### src/hdl/strap_cfg_pkg.sv
// constants, field layouts and state encodings for the power-up strap loader
package strap_cfg_pkg;

  // four-lane port groups in the switch fabric
  localparam int NUM_GROUPS = 4;

  // compatibility strap codes
  localparam logic [1:0] COMP_ALL_SINGLE = 2'h0;
  localparam logic [1:0] COMP_MIXED = 2'h1;
  localparam logic [1:0] COMP_NATIVE = 2'h2;
  localparam logic [1:0] COMP_RESERVED = 2'h3;

  // four-lane group masks for each grouping code
  localparam logic [3:0] FOUR_LANE_ALL_SINGLE = 4'h0;
  localparam logic [3:0] FOUR_LANE_MIXED = 4'h3;
  localparam logic [3:0] FOUR_LANE_NATIVE = 4'hf;

  // line rate strap codes
  localparam logic [1:0] RATE_1G25 = 2'h0;
  localparam logic [1:0] RATE_2G5 = 2'h1;
  localparam logic [1:0] RATE_3G125 = 2'h2;
  localparam logic [1:0] RATE_ILLEGAL = 2'h3;

  // synchronised pin vector layout
  localparam int PIN_W = 8;
  localparam int PIN_COMP_LSB = 0;
  localparam int PIN_RATE_LSB = 2;
  localparam int PIN_REFCLK = 4;
  localparam int PIN_RX = 5;
  localparam int PIN_TX = 6;
  localparam int PIN_TEST = 7;
  localparam logic [7:0] PIN_RESET_VAL = 8'h00;

  // status register byte address and lane register page (byte address bits 11:4)
  localparam logic [11:0] ADDR_STATUS = 12'h000;
  localparam logic [7:0] ADDR_LANE_PAGE = 8'h01;

  // status register fields
  localparam int ST_COMP_LSB = 0;
  localparam int ST_RATE_LSB = 2;
  localparam int ST_REFCLK = 4;
  localparam int ST_RX = 5;
  localparam int ST_TX = 6;
  localparam int ST_COMP_ERR = 8;
  localparam int ST_RATE_ERR = 9;
  localparam int ST_SAMPLED = 16;

  // lane control register fields
  localparam int LC_RATE_LSB = 0;
  localparam int LC_RX_SWAP = 2;
  localparam int LC_TX_SWAP = 3;

  // one-hot capture sequencer states
  typedef enum logic [3:0] {
    ST_SYNC0 = 4'h1,
    ST_SYNC1 = 4'h2,
    ST_LOAD = 4'h4,
    ST_HOLD = 4'h8
  } cap_state_type;

endpackage

### src/hdl/powerup_strap_config.sv
// power-up strap capture, decode and lane-order control with apb registers
`timescale 1ns/10ps

module powerup_strap_config
  import strap_cfg_pkg::*;
(
  input wire logic I_CORE_CLK, // core clock, 20 MHz
  input wire logic I_RST_N, // hard reset, async, active low
  input wire logic [1:0] I_COMP_MODE_STRAP, // grouping strap pins
  input wire logic [1:0] I_LINE_RATE_STRAP, // line rate strap pins, input side
  output logic [1:0] O_LINE_RATE_STRAP, // line rate strap pins, output side
  output logic O_LINE_RATE_STRAP_OE, // line rate pin driver enable
  input wire logic I_REFCLK_FREQ_STRAP, // refclk strap pin, input side
  output logic O_REFCLK_FREQ_STRAP, // refclk strap pin, output side
  output logic O_REFCLK_FREQ_STRAP_OE, // refclk pin driver enable
  input wire logic I_RX_LANE_ORDER_STRAP, // receive lane order strap
  input wire logic I_TX_LANE_ORDER_STRAP, // transmit lane order strap
  input wire logic I_TEST_MODE, // device test mode pin
  input wire logic I_PSEL, // apb select
  input wire logic I_PENABLE, // apb enable
  input wire logic I_PWRITE, // apb direction
  input wire logic [11:0] I_PADDR, // apb byte address
  input wire logic [31:0] I_PWDATA, // apb write data
  output logic [31:0] O_PRDATA, // apb read data
  output logic O_PREADY, // apb ready
  output logic O_PSLVERR, // apb error
  output logic [3:0] O_FOUR_LANE, // per-group four-lane operation
  output logic [1:0] O_LINE_RATE, // effective line rate code
  output logic O_SERDES_PLL_125, // serdes_pll set for 125 MHz reference
  output logic [3:0] O_RX_LANE_REVERSE, // per-group receive lane reversal
  output logic [3:0] O_TX_LANE_REVERSE, // per-group transmit lane reversal
  output logic O_POWERUP_SAMPLED // straps captured and held
);

  // two-stage synchroniser on every strap and test pin
  logic [PIN_W-1:0] pin_vec;
  logic [PIN_W-1:0] sync_s1_q;
  logic [PIN_W-1:0] sync_s2_q;
  assign pin_vec = {I_TEST_MODE, I_TX_LANE_ORDER_STRAP, I_RX_LANE_ORDER_STRAP, I_REFCLK_FREQ_STRAP,
                    I_LINE_RATE_STRAP, I_COMP_MODE_STRAP};
  always_ff @(posedge I_CORE_CLK or negedge I_RST_N)
  begin
    if (!I_RST_N)
    begin
      sync_s1_q <= PIN_RESET_VAL;
      sync_s2_q <= PIN_RESET_VAL;
    end
    else
    begin
      sync_s1_q <= pin_vec;
      sync_s2_q <= sync_s1_q;
    end
  end

  // capture sequencer: async reset forces constants, so the pins are
  // latched once the synchroniser has refilled after the release
  cap_state_type state_q;
  cap_state_type state_d;
  logic [6:0] strap_q;
  logic [6:0] strap_d;
  always_comb
  begin
    state_d = state_q;
    strap_d = strap_q;
    case (state_q)
      ST_SYNC0: state_d = ST_SYNC1;
      ST_SYNC1: state_d = ST_LOAD;
      ST_LOAD:
      begin
        strap_d = sync_s2_q[6:0];
        state_d = ST_HOLD;
      end
      ST_HOLD: state_d = ST_HOLD;
      default: state_d = ST_SYNC0;
    endcase
  end
  always_ff @(posedge I_CORE_CLK or negedge I_RST_N)
  begin
    if (!I_RST_N)
    begin
      state_q <= ST_SYNC0;
      strap_q <= 7'h00;
    end
    else
    begin
      state_q <= state_d;
      strap_q <= strap_d;
    end
  end

  // captured strap fields
  logic [1:0] comp_raw;
  logic [1:0] rate_raw;
  logic refclk_raw;
  logic rx_raw;
  logic tx_raw;
  logic held;
  assign comp_raw = strap_q[PIN_COMP_LSB +: 2];
  assign rate_raw = strap_q[PIN_RATE_LSB +: 2];
  assign refclk_raw = strap_q[PIN_REFCLK];
  assign rx_raw = strap_q[PIN_RX];
  assign tx_raw = strap_q[PIN_TX];
  assign held = (state_q == ST_HOLD);
  // decode with fallback; outputs stay at safe zero until the hold state
  logic [3:0] four_lane_d;
  logic [1:0] rate_d;
  logic pll_d;
  logic comp_err;
  logic rate_err;
  always_comb
  begin
    comp_err = held && (comp_raw == COMP_RESERVED);
    rate_err = held && (rate_raw == RATE_ILLEGAL);
    four_lane_d = FOUR_LANE_ALL_SINGLE;
    rate_d = RATE_1G25;
    pll_d = 1'b0;
    if (held)
    begin
      case (comp_raw)
        COMP_ALL_SINGLE: four_lane_d = FOUR_LANE_ALL_SINGLE;
        COMP_MIXED: four_lane_d = FOUR_LANE_MIXED;
        COMP_NATIVE: four_lane_d = FOUR_LANE_NATIVE;
        default: four_lane_d = FOUR_LANE_NATIVE;
      endcase
      rate_d = rate_err ? RATE_3G125 : rate_raw;
      pll_d = refclk_raw;
    end
  end
  // apb slave: one wait state, ready and data both registered
  logic access;
  logic done;
  logic pready_q;
  logic pready_d;
  logic pslverr_q;
  logic pslverr_d;
  logic [31:0] prdata_q;
  logic [31:0] prdata_d;
  logic lane_hit;
  logic [1:0] lane_idx;
  logic [3:0] rx_ovr_q;
  logic [3:0] tx_ovr_q;
  logic [3:0] rx_sw_q;
  logic [3:0] tx_sw_q;
  logic [3:0] rx_sel;
  logic [3:0] tx_sel;
  assign access = I_PSEL && I_PENABLE;
  assign done = access && pready_q;
  assign lane_hit = (I_PADDR[11:4] == ADDR_LANE_PAGE) && (I_PADDR[1:0] == 2'h0);
  assign lane_idx = I_PADDR[3:2];
  always_comb
  begin
    pready_d = access && !pready_q;
    pslverr_d = 1'b0;
    prdata_d = 32'h00000000;
    if (access && !pready_q)
    begin
      if (I_PADDR == ADDR_STATUS)
      begin
        if (!I_PWRITE)
        begin
          prdata_d[ST_COMP_LSB +: 2] = comp_raw;
          prdata_d[ST_RATE_LSB +: 2] = rate_raw;
          prdata_d[ST_REFCLK] = refclk_raw;
          prdata_d[ST_RX] = rx_raw;
          prdata_d[ST_TX] = tx_raw;
          prdata_d[ST_COMP_ERR] = comp_err;
          prdata_d[ST_RATE_ERR] = rate_err;
          prdata_d[ST_SAMPLED] = held;
        end
      end
      else if (lane_hit)
      begin
        if (!I_PWRITE)
        begin
          prdata_d[LC_RATE_LSB +: 2] = rate_raw;
          prdata_d[LC_RX_SWAP] = rx_sel[lane_idx];
          prdata_d[LC_TX_SWAP] = tx_sel[lane_idx];
        end
      end
      else
      begin
        pslverr_d = 1'b1; // unmapped address answers with an error
      end
    end
  end
  always_ff @(posedge I_CORE_CLK or negedge I_RST_N)
  begin
    if (!I_RST_N)
    begin
      pready_q <= 1'b0;
      pslverr_q <= 1'b0;
      prdata_q <= 32'h00000000;
    end
    else
    begin
      pready_q <= pready_d;
      pslverr_q <= pslverr_d;
      prdata_q <= prdata_d;
    end
  end
  // per-group lane order: software value wins once written
  genvar g;
  generate
    for (g = 0; g < NUM_GROUPS; g++)
    begin : grp
      logic wr_hit;
      logic rx_ovr_d;
      logic tx_ovr_d;
      logic rx_sw_d;
      logic tx_sw_d;
      assign wr_hit = done && I_PWRITE && lane_hit && (lane_idx == 2'(g));
      assign rx_sel[g] = rx_ovr_q[g] ? rx_sw_q[g] : rx_raw;
      assign tx_sel[g] = tx_ovr_q[g] ? tx_sw_q[g] : tx_raw;
      always_comb
      begin
        rx_ovr_d = rx_ovr_q[g] || wr_hit;
        tx_ovr_d = tx_ovr_q[g] || wr_hit;
        rx_sw_d = wr_hit ? I_PWDATA[LC_RX_SWAP] : rx_sw_q[g];
        tx_sw_d = wr_hit ? I_PWDATA[LC_TX_SWAP] : tx_sw_q[g];
      end
      always_ff @(posedge I_CORE_CLK or negedge I_RST_N)
      begin
        if (!I_RST_N)
        begin
          rx_ovr_q[g] <= 1'b0;
          tx_ovr_q[g] <= 1'b0;
          rx_sw_q[g] <= 1'b0;
          tx_sw_q[g] <= 1'b0;
        end
        else
        begin
          rx_ovr_q[g] <= rx_ovr_d;
          tx_ovr_q[g] <= tx_ovr_d;
          rx_sw_q[g] <= rx_sw_d;
          tx_sw_q[g] <= tx_sw_d;
        end
      end
    end
  endgenerate
  // effective reversal; single-lane groups never swap, a swapped group
  // dropped to single lanes could not reach a single-lane partner
  logic [3:0] rx_rev_d;
  logic [3:0] tx_rev_d;
  logic test_en;
  assign test_en = sync_s2_q[PIN_TEST];
  always_comb
  begin
    rx_rev_d = four_lane_d & rx_sel;
    tx_rev_d = four_lane_d & tx_sel;
  end

  // registered outputs
  always_ff @(posedge I_CORE_CLK or negedge I_RST_N)
  begin
    if (!I_RST_N)
    begin
      O_FOUR_LANE <= 4'h0;
      O_LINE_RATE <= 2'h0;
      O_SERDES_PLL_125 <= 1'b0;
      O_RX_LANE_REVERSE <= 4'h0;
      O_TX_LANE_REVERSE <= 4'h0;
      O_POWERUP_SAMPLED <= 1'b0;
      O_LINE_RATE_STRAP_OE <= 1'b0;
      O_REFCLK_FREQ_STRAP_OE <= 1'b0;
    end
    else
    begin
      O_FOUR_LANE <= four_lane_d;
      O_LINE_RATE <= rate_d;
      O_SERDES_PLL_125 <= pll_d;
      O_RX_LANE_REVERSE <= rx_rev_d;
      O_TX_LANE_REVERSE <= tx_rev_d;
      O_POWERUP_SAMPLED <= held;
      O_LINE_RATE_STRAP_OE <= test_en;
      O_REFCLK_FREQ_STRAP_OE <= test_en;
    end
  end
  // in test mode the pins echo the captured levels
  assign O_LINE_RATE_STRAP = strap_q[PIN_RATE_LSB +: 2];
  assign O_REFCLK_FREQ_STRAP = strap_q[PIN_REFCLK];
  assign O_PRDATA = prdata_q;
  assign O_PREADY = pready_q;
  assign O_PSLVERR = pslverr_q;
endmodule

### config.mk
export PLATFORM = sky130hd
export DESIGN_NAME = powerup_strap_config
export DESIGN_NICKNAME = d
export VERILOG_FILES = /design/src/hdl/strap_cfg_pkg.sv /design/src/hdl/powerup_strap_config.sv
export SDC_FILE = /design/constraint.sdc
export NUM_CORES = 1
export LEC_CHECK = 0
export ABC_AREA = 1
export BUFFER_PORTS_ARGS = -buffer_cell sky130_fd_sc_hd__buf_2
export CORE_UTILIZATION = 45
export CTS_BUF_LIST = sky130_fd_sc_hd__clkbuf_4
export DETAILED_ROUTE_END_ITERATION = 8
export HOLD_SLACK_MARGIN = 0.05
export PLACE_DENSITY = 0.84
export SYNTH_ARGS = -nofsm -noshare
export SYNTH_HDL_FRONTEND = slang
export SYNTH_SLANG_ARGS = --single-unit
### constraint.sdc
create_clock -name I_CORE_CLK -period 2.95 [get_ports I_CORE_CLK]
set_input_delay 0.1475 -clock I_CORE_CLK [delete_from_list [all_inputs] [get_ports I_CORE_CLK]]
set_output_delay 0.1475 -clock I_CORE_CLK [all_outputs]
set_load 0.005 [all_outputs]
Yosys cells after proc, flatten, opt, wreduce, memory -nomap -nowiden:

Cells that the tools add are included.

* equality and inequality tests: 11
* order comparisons: 1
* bitwise logic cells: 2
* reductions and logical operators: 26
* mux-type cells: 33

Operators by type and width (number)
* $mux 1: 17
* $mux 4: 4
* $mux 7: 2
* $logic_and 1x1->1: 12
* $logic_not 12->1: 1
* $pmux 4 s3: 1
* $mux 2: 5
* $and 4x4->4: 2
* $eq 2x2->1 const B: 4
* $eq 8x1->1 const B: 1
* $logic_or 1x1->1: 8
* $pmux 4 s2: 1
* $logic_not 2->1: 3
* $bmux 1 s2: 2
* $eq 2x1->1 const B: 2
* $eq 4x1->1 const B: 1
* $eq 4x2->1 const B: 1
* $eq 4x3->1 const B: 1
* $eq 4x4->1 const B: 1
* $lt 2x3->1 const B: 1
* $mux 3: 1
* $reduce_or 2->1: 1
* $logic_not 1->1: 1

* bits in registers: 72
* output and inout bits: 55
* input port bits: 57
* logic and storage cells: 103

Depth between registers and ports, before layout:

* word-level depth: 7
* mapped depth: 10
* gate-level depth less buffers: 9

Worst setup path before layout:

OpenSTA, ideal clock, no wires.

* kind: reg2reg
* start point: register state_q[0]
* end point: register strap_q[3]
* required time: 2.873 ns
* cell stages (with the launch flop): 6
* period minus slack after synthesis: 1.136 ns
* arrival time: 1.059 ns
* buffers on the path: 1
* setup slack: 1.814 ns
* setup time: 0.077 ns
* cell sequence: dfstp_2 -> nor2_2 -> nand3_1 -> buf_2 -> nor2_1 -> a21oi_1

* word-level cells in the longest chain between the ends: 1

Ends and longest elaborated chain
* from (decl): RTL line powerup_strap_config.sv:57 `cap_state_type state_q;`
* from (signal assigned): RTL line powerup_strap_config.sv:86 `state_q <= state_d;`
* $eq 4x3->1: RTL line powerup_strap_config.sv:65 `case (state_q)`
* to (signal assigned): RTL line powerup_strap_config.sv:87 `strap_q <= strap_d;`
* to (decl): RTL line powerup_strap_config.sv:59 `logic [6:0] strap_q;`

Every way passes these cells.
A chain may end at the register's enable or synchronous reset.

Final worst setup path:

* start point: register pready_q (netlist: O_PREADY)
* end point: register tx_sw_q[0]

* word-level cells in the longest chain between the ends: 4

Ends and longest elaborated chain
* from (decl): RTL line powerup_strap_config.sv:132 `logic pready_q;`
* from (signal assigned): RTL line powerup_strap_config.sv:196 `pready_q <= pready_d;`
* $logic_and 1x1->1: RTL line powerup_strap_config.sv:147 `assign done = access && pready_q;`
* $logic_and 1x1->1 (3 in a row): RTL line powerup_strap_config.sv:211 `assign wr_hit = done && I_PWRITE && lane_hit && (lane_idx == 2'(g));`
* to (signal, indexed assignment): RTL line powerup_strap_config.sv:235 `tx_sw_q[g] <= tx_sw_d;`
* to (decl): RTL line powerup_strap_config.sv:143 `logic [3:0] tx_sw_q;`

Every way passes these cells.

==> reports/results.txt <==
Worst-case reg-to-reg path depth: 5
Highest routed layer: met4
Met2 routed WL: 2.566 mm
First-pass DRT Iterations: 4
Hold Startpoint: I_PSEL
Fill cell count: 529
Post-synthesis compound-gate area fraction: 0.03403
Die area: 6696 um^2
Clk root buf: clkbuf_4
DP Area: 3109 um^2
RSZ-0062 raised after global routing: false
Met1 wire length: 2.058 mm
Final Skew: 0.01436 ns
Final WL: 5.087 mm
PortBufs: 59
Cell area after layout: 3383 um^2
Synth warnings: 0
Htree depth: 3
GRT overflow: 0
Placed Cells: 421
Post-synthesis mux area share: 0
Worst Path Required: 3.26 ns
Later-pin clock latency in the skew report: 0.42 ns
Syn Area/Cell: 9.688 um^2
Slew @ Worst Pin: 0.5881 ns
Reg2reg start: O_PREADY
Antenna violations before repair: 0
Die H: 81.83 um
Total core area: 6026 um^2
Final setup TNS: 0 ns
Final Power: 1.720 mW
N_diodes: 0
Power Density: 508.4 nW/um^2
Synth Area in XOR/XNOR: 0
R2R Path End: tx_sw_q[0]
Period utilization: 0.4748
Met3 routed WL: 355 um
Cells after Synth: 296
Layout cells sized above 1: 0.2667
Mapped Area: 2868 um^2
Max-slew violations: 0
Syn-to-layout area delta: 17.98%
Max cap viols: 0
VDD IR-drop max: 0.3068 mV
Routability cong.: 0.8129
Worst setup SP type: register
Post-synthesis simple-gate area fraction: 0.2260
Status: finished, final reports clean
EDFF count, synth: 0
Crit-path max FO: 12
Global-route wire length before repair: 8.355 mm
Final min period: 1.401 ns
Num CTS Buffers: 9
Commonest cells after routing, fill and taps aside: nand2_1 (82), dfrtp_1 (69), buf_2 (59)
Arr. time, crit path: 1.71 ns
Hold EP: O_PREADY
CP endpoint kind: register
Main combinational cell family by area after synthesis: simple AND/OR/NAND/NOR gates
Initial Util: 0.4759
Final Non-Filler Cells: 450
Avg WL per Cell: 11.30 um
Synth Area in Adders: 0
DRC Markers: 0
Asr flop ratio synth: 1.000
Distinct cells, synth: 23
Hpwl dp: 3.537 mm
Hold WS: 0.08179 ns
Final ANT Viol Nets: 0
Layout Nets: 427
Cell Rows: 28
Achievable frequency: 0.7139 GHz
Static Leak: 1.863 nW
Most common cell after layout, fill and taps aside: nand2_1
DR vias: 2067
Largest net degree at the start of global routing: 50
GRT Total Usage: 0.1718
Seq/Total Area, Yosys: 0.6113
CTS clk-pin slew, worst paths: 0.11 ns
Die width: 81.83 um
Vias in the first global route: 2017
Endpoints failing setup: 0
Crit path kind: register to register
Clock sink total: 70
Area of the multi-input gates: 828.3 um^2
CTS tree: yes
Seq. cell area: 1753 um^2
Hold Path Depth: 3
Vias per inst: 4.593
Resized cells post-CTS: 0
Starting DRT DRC Count: 107
Tightest Hold Check Type: input pin to register
Worst slew margin: 0.6080
R2R setup slack: 1.55 ns
Final hold violations: 0
Main synth FF type: dfrtp_1
Clock Path Buffers: 2
#FFs+latches synth: 70
Top Ports: 112
## layout make-up
| class | count | area share |
|---|---|---|
| Clock inverter | 6 | 0.02034 |
| Multi-Input combinational cell | 181 | 0.2448 |
| Timing Repair Buffer | 73 | 0.1280 |
| Tap cell | 75 | 0.02774 |
| Clock buffer | 10 | 0.02219 |
| Sequential cell | 70 | 0.5181 |
| Inverter | 35 | 0.03883 |
## worst max path at each step
stage                      from     endpoint  slack [ns]  cells past startpoint
CTS                    O_PREADY   tx_sw_q[0]        1.57                      5
detailed placement  I_PADDR[11]  O_PRDATA[0]        1.55                      9
floorplan            state_q[0]   strap_q[3]        1.81                      5
finish                 O_PREADY   tx_sw_q[0]        1.55                      5
global placement     I_PADDR[2]  O_PRDATA[0]        1.60                      9
global route         state_q[1]   strap_q[5]        1.38                      4
## cell usage after synthesis, types with 2 or more instances
library cell  count  area [um^2]
a21oi_1          13        65.06
a21oi_2           2        17.52
buf_4            29        217.7
dfrtp_1          69         1727
inv_1            29        108.9
inv_2             6        22.52
nand2_1          82        307.8
nand2_2           3        18.77
nand3_1           8        40.04
nand4_1           8        50.05
nor2_1           22        82.58
nor2_2            5        31.28
nor2_4            2        22.52
nor3_1            5        25.02
nor3_2            4        40.04
o21ai_0           2        10.01
## per-stage QoR
stage,util,setup slack (ns)
6_report,0.5615,1.549
5_1_grt,0.5615,1.383
4_1_cts,0.5615,1.566
3_5_place_dp,0.5160,1.551
3_3_place_gp,0.5160,1.597
2_1_floorplan,-,1.814
## routing by layer
| layer | vias up | GRT usage |
|---|---|---|
| met3 | 10 | 0.06111 |
| met4 | 0 | 0.08772 |
| li1 | 1013 | - |
| met5 | - | 0 |
| met2 | 86 | 0.2992 |
| met1 | 958 | 0.1819 |
## cells by family after synthesis
| family | count (synthesis) |
|---|---|
| and+or+nand+nor | 141 |
| buffers and inverters | 66 |
| DFF | 70 |
| AOI/OAI and AO/OA | 18 |
| other | 1 |
## report_power, final
group | switching, mW | internal (mW) | total, mW
Clock | 0.350 | 0.276 | 0.626
Sequential | 0.00989 | 0.981 | 0.990
Combinational | 0.0639 | 0.0401 | 0.104
Total | 0.424 | 1.30 | 1.72
## worst max-delay path: stages, from the launching register on
cell and delay (ns):
dfrtp_1 0.45, nand2_1 0.09, nor2_2 0.36, nand3_1 0.23, nand2_1 0.10, nand2_1 0.06
## timing repair
action                                  CTS  global route
hold endpoints to repair                 39             0
hold buffers                             13             0
buffers inserted                          0             0
endpoints found under the setup margin    0             0
## sequential cells by signal, summed over array words and instances, names as in the netlist, 7 cells and up
register,count
O_PRDATA,10
sync_s1_q,8
sync_s2_q,8
strap_q,7
Note: power is estimated with default switching activity, not from simulation.
